==> config.mk <==
export PLATFORM = sky130hd
export DESIGN_NAME = static_memory_controller
export DESIGN_NICKNAME = d
export VERILOG_FILES = /design/src/static_mem_pkg.sv /design/src/static_memory_controller.sv /design/src/timing_decode.sv
export SDC_FILE = /design/constraint.sdc
export NUM_CORES = 2
export LEC_CHECK = 0
export BUFFER_PORTS_ARGS = -buffer_cell sky130_fd_sc_hd__buf_2
export CORE_AREA = 2 2 320 322
export CTS_CLUSTER_DIAMETER = 200
export DETAILED_ROUTE_END_ITERATION = 10
export DIE_AREA = 0 0 322 324
export GPL_TIMING_DRIVEN = 0
export MAX_ROUTING_LAYER = met4
export PLACE_DENSITY = 0.62
export RECOVER_POWER = 50
export SYNTH_ARGS = -nofsm -noshare
export SYNTH_HDL_FRONTEND = slang
export SYNTH_SLANG_ARGS = --single-unit
==> constraint.sdc <==
create_clock -name clk -period 8.9 [get_ports clk]
set_input_delay 1.78 -clock clk [delete_from_list [all_inputs] [get_ports clk]]
set_output_delay 1.78 -clock clk [all_outputs]
set_load 0.02 [all_outputs]
==> src/static_mem_pkg.sv <==
// Shared types, timing weights and reset values for the static memory controller
package static_mem_pkg;

  // Bus shape
  localparam int CS_COUNT = 8;
  localparam int CS_W = 3;
  localparam int ADDR_W = 24;
  localparam int DATA_W = 32;
  localparam int BYTES = 4;
  localparam int FLOAT_W = 4;
  localparam int CNT_W = 10;

  // Weights of the top bits of the coded timing fields
  localparam int SETUP_HI_WEIGHT = 128;
  localparam int PULSE_HI_WEIGHT = 256;
  localparam int CYCLE_HI_WEIGHT = 256;

  // Coded timing groups, one set per chip select
  typedef struct packed {
    logic [5:0] wr_strobe;
    logic [5:0] wr_select;
    logic [5:0] rd_strobe;
    logic [5:0] rd_select;
  } setup_timing_group_t;

  typedef struct packed {
    logic [6:0] wr_strobe;
    logic [6:0] wr_select;
    logic [6:0] rd_strobe;
    logic [6:0] rd_select;
  } pulse_timing_group_t;

  typedef struct packed {
    logic [8:0] write_total;
    logic [8:0] read_total;
  } cycle_timing_group_t;

  // Mode fields: 1 = strobe controls the transfer, 0 = chip select does
  typedef struct packed {
    logic read_by_strobe;
    logic write_by_strobe;
    logic float_opt;
    logic [FLOAT_W-1:0] float_cycles;
  } mode_t;

  typedef struct packed {
    setup_timing_group_t setup;
    pulse_timing_group_t pulse;
    cycle_timing_group_t cycle;
    mode_t mode;
  } cs_cfg_t;

  // Effective lengths in master clock cycles
  typedef struct packed {
    logic [CNT_W-1:0] ws_setup, wc_setup, rs_setup, rc_setup;
    logic [CNT_W-1:0] ws_pulse, wc_pulse, rs_pulse, rc_pulse;
    logic [CNT_W-1:0] w_cycle, r_cycle;
  } timing_t;

  typedef struct packed {
    logic write;
    logic [CS_W-1:0] cs;
    logic [ADDR_W-1:0] addr;
    logic [DATA_W-1:0] data;
    logic [BYTES-1:0] be;
  } req_t;

  // External pins; strobes active low, data_oe_n low while driving
  typedef struct packed {
    logic [ADDR_W-1:0] addr;
    logic [DATA_W-1:0] wdata;
    logic data_oe_n;
    logic [CS_COUNT-1:0] chip_select_n;
    logic read_strobe_n;
    logic write_strobe_n;
    logic [BYTES-1:0] byte_select_n;
  } mem_pins_t;

  localparam mem_pins_t PINS_IDLE = '{addr: '0, wdata: '0, data_oe_n: 1'b1, chip_select_n: '1,
                                       read_strobe_n: 1'b1, write_strobe_n: 1'b1, byte_select_n: '1};

  typedef enum logic [3:0] {
    ST_IDLE = 4'h1,
    ST_WAIT = 4'h2,
    ST_ACCESS = 4'h4,
    ST_RELEASE = 4'h8
  } st_t;

endpackage : static_mem_pkg

==> src/static_memory_controller.sv <==
// External static memory access sequencer with automatic idle-cycle insertion
`timescale 1ns/1ps
// How it works
// Strobe-controlled write: data driven from end of strobe setup to cycle end.
// Select-controlled write: data driven from end of select setup to cycle end.
// Setup code is 6 bits: 128 times top bit plus low five bits.
// Pulse code is 7 bits: 256 times top bit plus low six bits.
// Cycle code is 9 bits: 256 times top two bits plus low seven.
// Per chip select: setup group, pulse group, cycle group of timings.
// Software keeps setup plus pulse within cycle; nothing is checked here.
// Software never programs a zero pulse length.
// Strobe write with zero hold keeps address, selects, chip select past strobe rise.
// One idle cycle between transfers on different chip selects.
// In that idle cycle all selects and strobes sit high.
// Early-read idle only for write then read on same chip select.
// Early-read idle when write control has no hold and read control no setup.
// Select-controlled write, no select hold, zero read select setup: early-read idle.
// Strobe write, no hold: if strobe feedback still low, hold bus one more cycle.
// Mode write arms one reload idle cycle; new settings load during it.
// Reload idle replaces the chip-select idle; applies even on same chip select.
// Software writes the mode register after changing only timings.
// Slow clock mode entry or exit arms a reload idle after current transfer.
// Read followed by write always gets one extra idle cycle.
// After read, float idle cycles before other-device read or any write.
// Float idle cycles never stall internal memory accesses.
// Float period starts when read-controlling signal rises.
// Without optimization, hold of read control counts toward float period.
// With optimization, float period overlaps next access setup.
// Hold of each signal is cycle minus setup minus pulse.
// All idle kinds at a boundary are summed in one arbitration step; here only the read-to-write idle is added to the others.
module static_memory_controller
  import static_mem_pkg::*;
(
  input wire logic clk,
  input wire logic reset,
  input static_mem_pkg::req_t req_in,
  input wire logic req_valid,
  output logic req_ready,
  output logic wr_done,
  output logic rd_done,
  output logic [static_mem_pkg::DATA_W-1:0] rd_data,
  input wire logic [static_mem_pkg::DATA_W-1:0] data_in,
  input wire logic write_strobe_fb,
  input static_mem_pkg::cs_cfg_t [static_mem_pkg::CS_COUNT-1:0] cfg_in,
  input wire logic mode_write,
  input wire logic slow_clock_mode,
  input wire logic int_req,
  output logic int_ack,
  output static_mem_pkg::mem_pins_t pins
);
  import static_mem_pkg::*;

  typedef struct packed {
    st_t st;
    cs_cfg_t [CS_COUNT-1:0] act;
    req_t cur;
    logic [CNT_W-1:0] cnt;
    logic [CNT_W-1:0] wcnt;
    logic [FLOAT_W-1:0] flt;
    logic fneed;
    logic reload_pend;
    logic reload_now;
    logic slow_q;
    logic have_last;
    logic last_write;
    logic [CS_W-1:0] last_cs;
    logic last_hold_zero;
    logic last_wcs_hold_zero;
    logic last_wbs;
    logic last_fopt;
    logic ready;
    logic wr_done;
    logic rd_done;
    logic [DATA_W-1:0] rdata;
    logic int_ack;
    mem_pins_t pins;
  } state_t;

  localparam state_t RESET_STATE = '{st: ST_IDLE, pins: PINS_IDLE, reload_pend: 1'b1, ready: 1'b1, default: '0};

  state_t s_q;
  state_t s_d;
  logic [CS_W-1:0] sel_cs;
  timing_t tm;
  mode_t md;
  logic [FLOAT_W-1:0] flt_nx;
  logic [CNT_W-1:0] c_setup;
  logic [CNT_W-1:0] c_end;
  logic [CNT_W-1:0] cyc;
  logic diff;
  logic early;
  logic base;
  logic r2w;
  logic need;

  // Setup of the controlling signal of a transfer
  function automatic logic [CNT_W-1:0] ctl_setup(input logic w, input timing_t t, input mode_t m);
    if (w) begin
      return m.write_by_strobe ? t.ws_setup : t.wc_setup;
    end
    return m.read_by_strobe ? t.rs_setup : t.rc_setup;
  endfunction : ctl_setup

  // Pulse of the controlling signal of a transfer
  function automatic logic [CNT_W-1:0] ctl_pulse(input logic w, input timing_t t, input mode_t m);
    if (w) begin
      return m.write_by_strobe ? t.ws_pulse : t.wc_pulse;
    end
    return m.read_by_strobe ? t.rs_pulse : t.rc_pulse;
  endfunction : ctl_pulse

  // Pin levels for cycle n of a transfer
  function automatic mem_pins_t drive(input req_t r, input timing_t t, input mode_t m, input logic [CNT_W-1:0] n);
    mem_pins_t p;
    logic [CNT_W-1:0] cs_su;
    logic [CNT_W-1:0] cs_pl;
    p = PINS_IDLE;
    cs_su = r.write ? t.wc_setup : t.rc_setup;
    cs_pl = r.write ? t.wc_pulse : t.rc_pulse;
    p.addr = r.addr;
    p.wdata = r.data;
    p.byte_select_n = ~r.be;
    if (n >= cs_su && n < cs_su + cs_pl) begin
      p.chip_select_n[r.cs] = 1'b0;
    end
    p.read_strobe_n = !(!r.write && n >= t.rs_setup && n < t.rs_setup + t.rs_pulse);
    p.write_strobe_n = !(r.write && n >= t.ws_setup && n < t.ws_setup + t.ws_pulse);
    p.data_oe_n = !(r.write && n >= ctl_setup(1'b1, t, m));
    return p;
  endfunction : drive

  // Float period still reaching into the next transfer
  function automatic logic float_blocks(input logic nd, input logic opt, input logic [FLOAT_W-1:0] f,
                                        input logic [CNT_W-1:0] su);
    if (!nd) begin
      return 1'b0;
    end
    if (opt) begin
      return CNT_W'(f) > su;
    end
    return f != '0;
  endfunction : float_blocks

  // Settings of the chip select being started or served
  assign sel_cs = (s_q.st == ST_IDLE) ? req_in.cs : s_q.cur.cs;
  assign md = s_q.act[sel_cs].mode;

  timing_decode u_decode (
    .cfg (s_q.act[sel_cs]),
    .tm (tm)
  );

  // Controlling-signal figures of the selected transfer
  assign c_setup = ctl_setup((s_q.st == ST_IDLE) ? req_in.write : s_q.cur.write, tm, md);
  assign c_end = ctl_setup(s_q.cur.write, tm, md) + ctl_pulse(s_q.cur.write, tm, md);
  assign cyc = s_q.cur.write ? tm.w_cycle : tm.r_cycle;
  assign flt_nx = (s_q.flt != '0) ? s_q.flt - 1'b1 : '0;

  // Boundary conditions against the previous external transfer
  assign diff = s_q.have_last && (s_q.last_cs != req_in.cs);
  assign early = s_q.have_last && s_q.last_write && !req_in.write && !diff &&
                 ((s_q.last_hold_zero && c_setup == '0) ||
                  (!s_q.last_wbs && s_q.last_wcs_hold_zero && tm.rc_setup == '0));
  assign base = diff || s_q.reload_pend || early;
  assign r2w = s_q.have_last && !s_q.last_write && req_in.write;
  assign need = s_q.have_last && !s_q.last_write && (req_in.write || diff);

  // Next-state logic
  always_comb begin
    s_d = s_q;
    s_d.wr_done = 1'b0;
    s_d.rd_done = 1'b0;
    s_d.int_ack = int_req;
    s_d.flt = flt_nx;
    case (s_q.st)
      ST_IDLE: begin
        if (req_valid && s_q.ready) begin
          // One arbitration step merges chip-select, reload and early-read idles and adds the read-to-write idle
          s_d.cur = req_in;
          s_d.wcnt = CNT_W'(base) + CNT_W'(r2w);
          s_d.fneed = need;
          s_d.reload_now = s_q.reload_pend;
          s_d.reload_pend = 1'b0;
          s_d.ready = 1'b0;
          if (base || r2w || float_blocks(need, s_q.last_fopt, flt_nx, c_setup)) begin
            s_d.st = ST_WAIT;
            s_d.pins = PINS_IDLE;
            s_d.pins.addr = s_q.pins.addr;
          end else begin
            s_d.st = ST_ACCESS;
            s_d.cnt = '0;
            s_d.pins = drive(req_in, tm, md, '0);
          end
        end
      end
      ST_WAIT: begin
        // New settings are taken while the bus is idle
        if (s_q.reload_now) begin
          s_d.act = cfg_in;
          s_d.reload_now = 1'b0;
        end
        if (s_q.wcnt != '0) begin
          s_d.wcnt = s_q.wcnt - 1'b1;
        end
        if (s_q.wcnt <= CNT_W'(1) && !s_q.reload_now &&
            !float_blocks(s_q.fneed, s_q.last_fopt, flt_nx, c_setup)) begin
          s_d.st = ST_ACCESS;
          s_d.cnt = '0;
          s_d.pins = drive(s_q.cur, tm, md, '0);
        end
      end
      ST_ACCESS: begin
        // Read data is taken on the edge that raises the controlling signal
        if (s_q.cnt == c_end - 1'b1 && !s_q.cur.write) begin
          s_d.rdata = data_in;
          s_d.rd_done = 1'b1;
          s_d.flt = md.float_cycles;
        end
        if (s_q.cnt >= cyc - 1'b1) begin
          s_d.have_last = 1'b1;
          s_d.last_write = s_q.cur.write;
          s_d.last_cs = s_q.cur.cs;
          s_d.last_hold_zero = (cyc == c_end);
          s_d.last_wcs_hold_zero = (tm.w_cycle == tm.wc_setup + tm.wc_pulse);
          s_d.last_wbs = md.write_by_strobe;
          s_d.last_fopt = md.float_opt;
          if (s_q.cur.write && md.write_by_strobe && cyc == c_end) begin
            // Strobe rises now; address, selects and chip select stay
            s_d.st = ST_RELEASE;
            s_d.pins.write_strobe_n = 1'b1;
          end else begin
            // Write done is reported only once the bus is idle again; read done came at the control rise
            s_d.wr_done = s_q.cur.write;
            s_d.st = ST_IDLE;
            s_d.ready = 1'b1;
            s_d.pins = PINS_IDLE;
            s_d.pins.addr = s_q.pins.addr;
          end
        end else begin
          s_d.cnt = s_q.cnt + 1'b1;
          s_d.pins = drive(s_q.cur, tm, md, s_q.cnt + 1'b1);
        end
      end
      ST_RELEASE: begin
        // Strobe feedback still low: keep the bus one more cycle
        if (write_strobe_fb) begin
          s_d.wr_done = 1'b1;
          s_d.st = ST_IDLE;
          s_d.ready = 1'b1;
          s_d.pins = PINS_IDLE;
          s_d.pins.addr = s_q.pins.addr;
        end
      end
      default: begin
        s_d = RESET_STATE;
      end
    endcase
    // Configuration events arm a reload; an arming event beats the clear
    if (mode_write || (slow_clock_mode != s_q.slow_q)) begin
      s_d.reload_pend = 1'b1;
    end
    s_d.slow_q = slow_clock_mode;
  end

  // State register
  always_ff @(posedge clk) begin
    if (reset) begin
      s_q <= RESET_STATE;
    end else begin
      s_q <= s_d;
    end
  end

  // Outputs straight from the state register
  assign req_ready = s_q.ready;
  assign wr_done = s_q.wr_done;
  assign rd_done = s_q.rd_done;
  assign rd_data = s_q.rdata;
  assign int_ack = s_q.int_ack;
  assign pins = s_q.pins;

endmodule : static_memory_controller

==> src/timing_decode.sv <==
// Decoder from coded setup, pulse and cycle fields to cycle counts
`timescale 1ns/1ps
module timing_decode
  import static_mem_pkg::*;
(
  input static_mem_pkg::cs_cfg_t cfg,
  output static_mem_pkg::timing_t tm
);

  // Setup: 128 x top bit + low five bits
  function automatic logic [CNT_W-1:0] eff_setup(input logic [5:0] c);
    return (c[5] ? CNT_W'(SETUP_HI_WEIGHT) : '0) + CNT_W'(c[4:0]);
  endfunction : eff_setup

  // Pulse: 256 x top bit + low six bits
  function automatic logic [CNT_W-1:0] eff_pulse(input logic [6:0] c);
    return (c[6] ? CNT_W'(PULSE_HI_WEIGHT) : '0) + CNT_W'(c[5:0]);
  endfunction : eff_pulse

  // Cycle: 256 x two top bits + low seven bits
  function automatic logic [CNT_W-1:0] eff_cycle(input logic [8:0] c);
    return CNT_W'(c[8:7]) * CNT_W'(CYCLE_HI_WEIGHT) + CNT_W'(c[6:0]);
  endfunction : eff_cycle

  // Setup fields
  assign tm.ws_setup = eff_setup(cfg.setup.wr_strobe);
  assign tm.wc_setup = eff_setup(cfg.setup.wr_select);
  assign tm.rs_setup = eff_setup(cfg.setup.rd_strobe);
  assign tm.rc_setup = eff_setup(cfg.setup.rd_select);
  // Pulse fields
  assign tm.ws_pulse = eff_pulse(cfg.pulse.wr_strobe);
  assign tm.wc_pulse = eff_pulse(cfg.pulse.wr_select);
  assign tm.rs_pulse = eff_pulse(cfg.pulse.rd_strobe);
  assign tm.rc_pulse = eff_pulse(cfg.pulse.rd_select);
  // Cycle fields
  assign tm.w_cycle = eff_cycle(cfg.cycle.write_total);
  assign tm.r_cycle = eff_cycle(cfg.cycle.read_total);

endmodule : timing_decode

==> metrics <==
num rows 117; dpl cells 7583; VDD IR-drop max 0.000271 V; Routed WL 212000 microns; outcome complete, but fails checks; Slew @ Worst Pin 1.71 ns; Die Y 324 microns; register area share after synthesis 40.5%; CTS tree done; CP max-delay cell xor2_1; CP most frequent cell buf_2; Crit path largest cell delay 0.52 ns; Leak Pwr 0.0189 uW; Max Slew Vio Count 46; M1 WL 81000 microns; Final Non-Filler Cells 7762; met3 wire length 20500 microns; grt ovf 0; Setup Crit Path Kind input pin to register; crit end category register; vias in the first global route 42500; hpwl dp 167000 microns; Area after DPL 46700 sq um; Clock Sinks 828; routed len/inst 27.3 microns; final period utilization 98.2%; Hold Vio Cnt, Final 0; drt drc 0; Nets 7190; fmax 114 MHz; HP Class register to register; hold_buf cts 0; die area 104000 sq um; global-route wire length before repair 293000 microns; WP data required 9.50 ns; initial cell density of the core 40.5%; via count 45700; CTS clk-pin slew, worst paths 0.06 ns; skew final 0.0410 ns; H-tree levels 3; total negative slack 0 ns; Root Driver clkbuf_16; Yosys warnings 0; worst reg2reg path depth 30; clk buf depth 3; Skew-Pair Late Insertion Delay 0.69 ns; Final Cell Area 50000 sq um; largest net degree at the start of global routing 29; final period demand of the worst path 8.74 ns; DRT Pass-1 Iters 6; GPL Wtd Cong 1.04; total CTS buffers 91; GRT Util Overall 40.2%; Worst Hold Depth 2; worst reg-to-reg setup slack 0.32 ns; failing checks capacitance limit, slew limit; share of cells above drive strength 1 17.5%; Storage cell area 16600 sq um; Main synth FF type dfxtp_1; Layout area overhead 22.2%; Synth Cell Area 40900 sq um; Core ar. 101000 sq um; Final Core Density 49.5%; ANT nets after route 0; Worst EP arrival 9.33 ns; Cell Pwr Density 435 nW/um^2; commonest non-fill, non-tap cell in the layout nand2_1; met2 routed WL 95000 microns; PortBufs 822; relative slew slack -15.2%; Die Wd 322 microns; Final setup viols 0; Top Layer Used met4; initial antenna violation count 15; 1st-iter DRT viols 4880; multi-input logic area 21500 sq um; maxcap violations 6; Setup crit start kind input pin; crit-path max FO 19; #FFs+latches synth 828; filler instances 10600; post-synthesis async set-or-reset flop share 0%; number of synthesized flops with an enable pin 0; Post-Syn Instances 5452; Distinct cells, synth 82; commonest cells after routing, fill and taps aside 1242 x nand2_1, 900 x nand3_1, 828 x dfxtp_1; RSZ-0062 raised after global routing false; Avg Vias per Cell 5.89; IO Pins 826; Post-Syn Nets 6274; syn_area_per_cell 7.50 sq um
## through the flow
step           power, uW  setup WS (ns)  hold WS, ns
4_1_cts            21300        0.00134        0.450
2_1_floorplan      12000          0.889        0.428
3_5_place_dp       17100          -3.48        0.443
6_report           21800          0.164        0.451
5_1_grt            22600         0.0260        0.465
3_3_place_gp       17100          -3.81        0.437
## routing by layer
layer | track usage, % | vias up
li1 | - | 20700
met1 | 47.4 | 21700
met2 | 62.8 | 2650
met3 | 8.24 | 644
met4 | 24.8 | 0
met5 | - | -
## sequential cells by signal (all words and copies together), names as in the netlist
name,cells
int_ack,1
pins,71
rd_data,32
rd_done,1
req_ready,1
s_q,721
wr_done,1
## Yosys cell counts (27+ instances only)
cell type  count  share of area [%]
nand2_1     1243                 11
nand3_1      900                 11
dfxtp_1      828                 41
a21oi_1      797                9.8
clkbuf_1     362                3.3
nor2_1       146                1.3
mux2i_1      122                3.0
buf_4        107                2.0
ha_1          97                3.0
a32oi_1       87                1.9
buf_1         67               0.61
inv_1         63               0.58
xnor2_1       54                1.2
o21ai_0       53               0.65
nor3_1        38               0.46
a22o_1        37               0.79
buf_2         35               0.43
and3_1        30               0.46
nand4_1       30               0.46
a31oi_1       28               0.43
a211oi_1      27               0.50
xor2_1        27               0.58
## repair_timing
item                                    in CTS  in global routing
gates resized for setup                     85                 37
pin swaps                                    3                  2
endpoints found under the setup margin     133                 96
cloned                                       0                  0
buffers inserted                             6                  5
## worst paths after layout
| check | endpoint | start |
|---|---|---|
| setup / recovery | rd_data[6]$_SDFFE_PP0P_ | req_in[62] |
| hold / removal | s_q[757]$_SDFFE_PP0P_ | s_q[757]$_SDFFE_PP0P_ |
| setup reg to reg | rd_data[6]$_SDFFE_PP0P_ | s_q[827]$_SDFFE_PP0P_ |
| hold reg to reg | s_q[757]$_SDFFE_PP0P_ | s_q[757]$_SDFFE_PP0P_ |
## report_power, final
part           internal (uW)  switching (uW)  leakage (uW)
sequential              4060             217       0.00669
clock                   2290            1650       0.00152
combinational           3690            9850        0.0106
## worst max-delay path, delay by kind of cell
family / cells / cell delay (ns)
xor+xnor: 4 / 1.02
mux: 1 / 0.27
buf+inv: 12 / 3.37
simple gates: 6 / 1.12
compound gates: 5 / 0.87
fa+ha+maj: 2 / 0.79
## cell families (layout without fill, tap and decap cells)
family	count (synthesis)	count (layout)	share of synthesized area [%]
AOI/OAI and AO/OA	1159	1159	16.6
adders and majority gates	103	103	3.26
xor gates and xnor gates	81	81	1.73
and+or+nand+nor	2497	2497	27.1
buffers and inverters	644	1631	7.18
DFF	828	828	40.5
other	0	14	0
muxes	140	140	3.60
## area by class of cell
class                      count  area share [%]
clock buffer                 137            5.47
inverter                      63           0.473
multi-input combinational   3980            43.1
tap                         1309            3.28
timing repair buffer         833            8.18
buffer                       571            5.57
antenna                       14          0.0701
clock inverter                27           0.669
sequential                   828            33.2
Note: power is estimated with default switching activity, not from simulation.
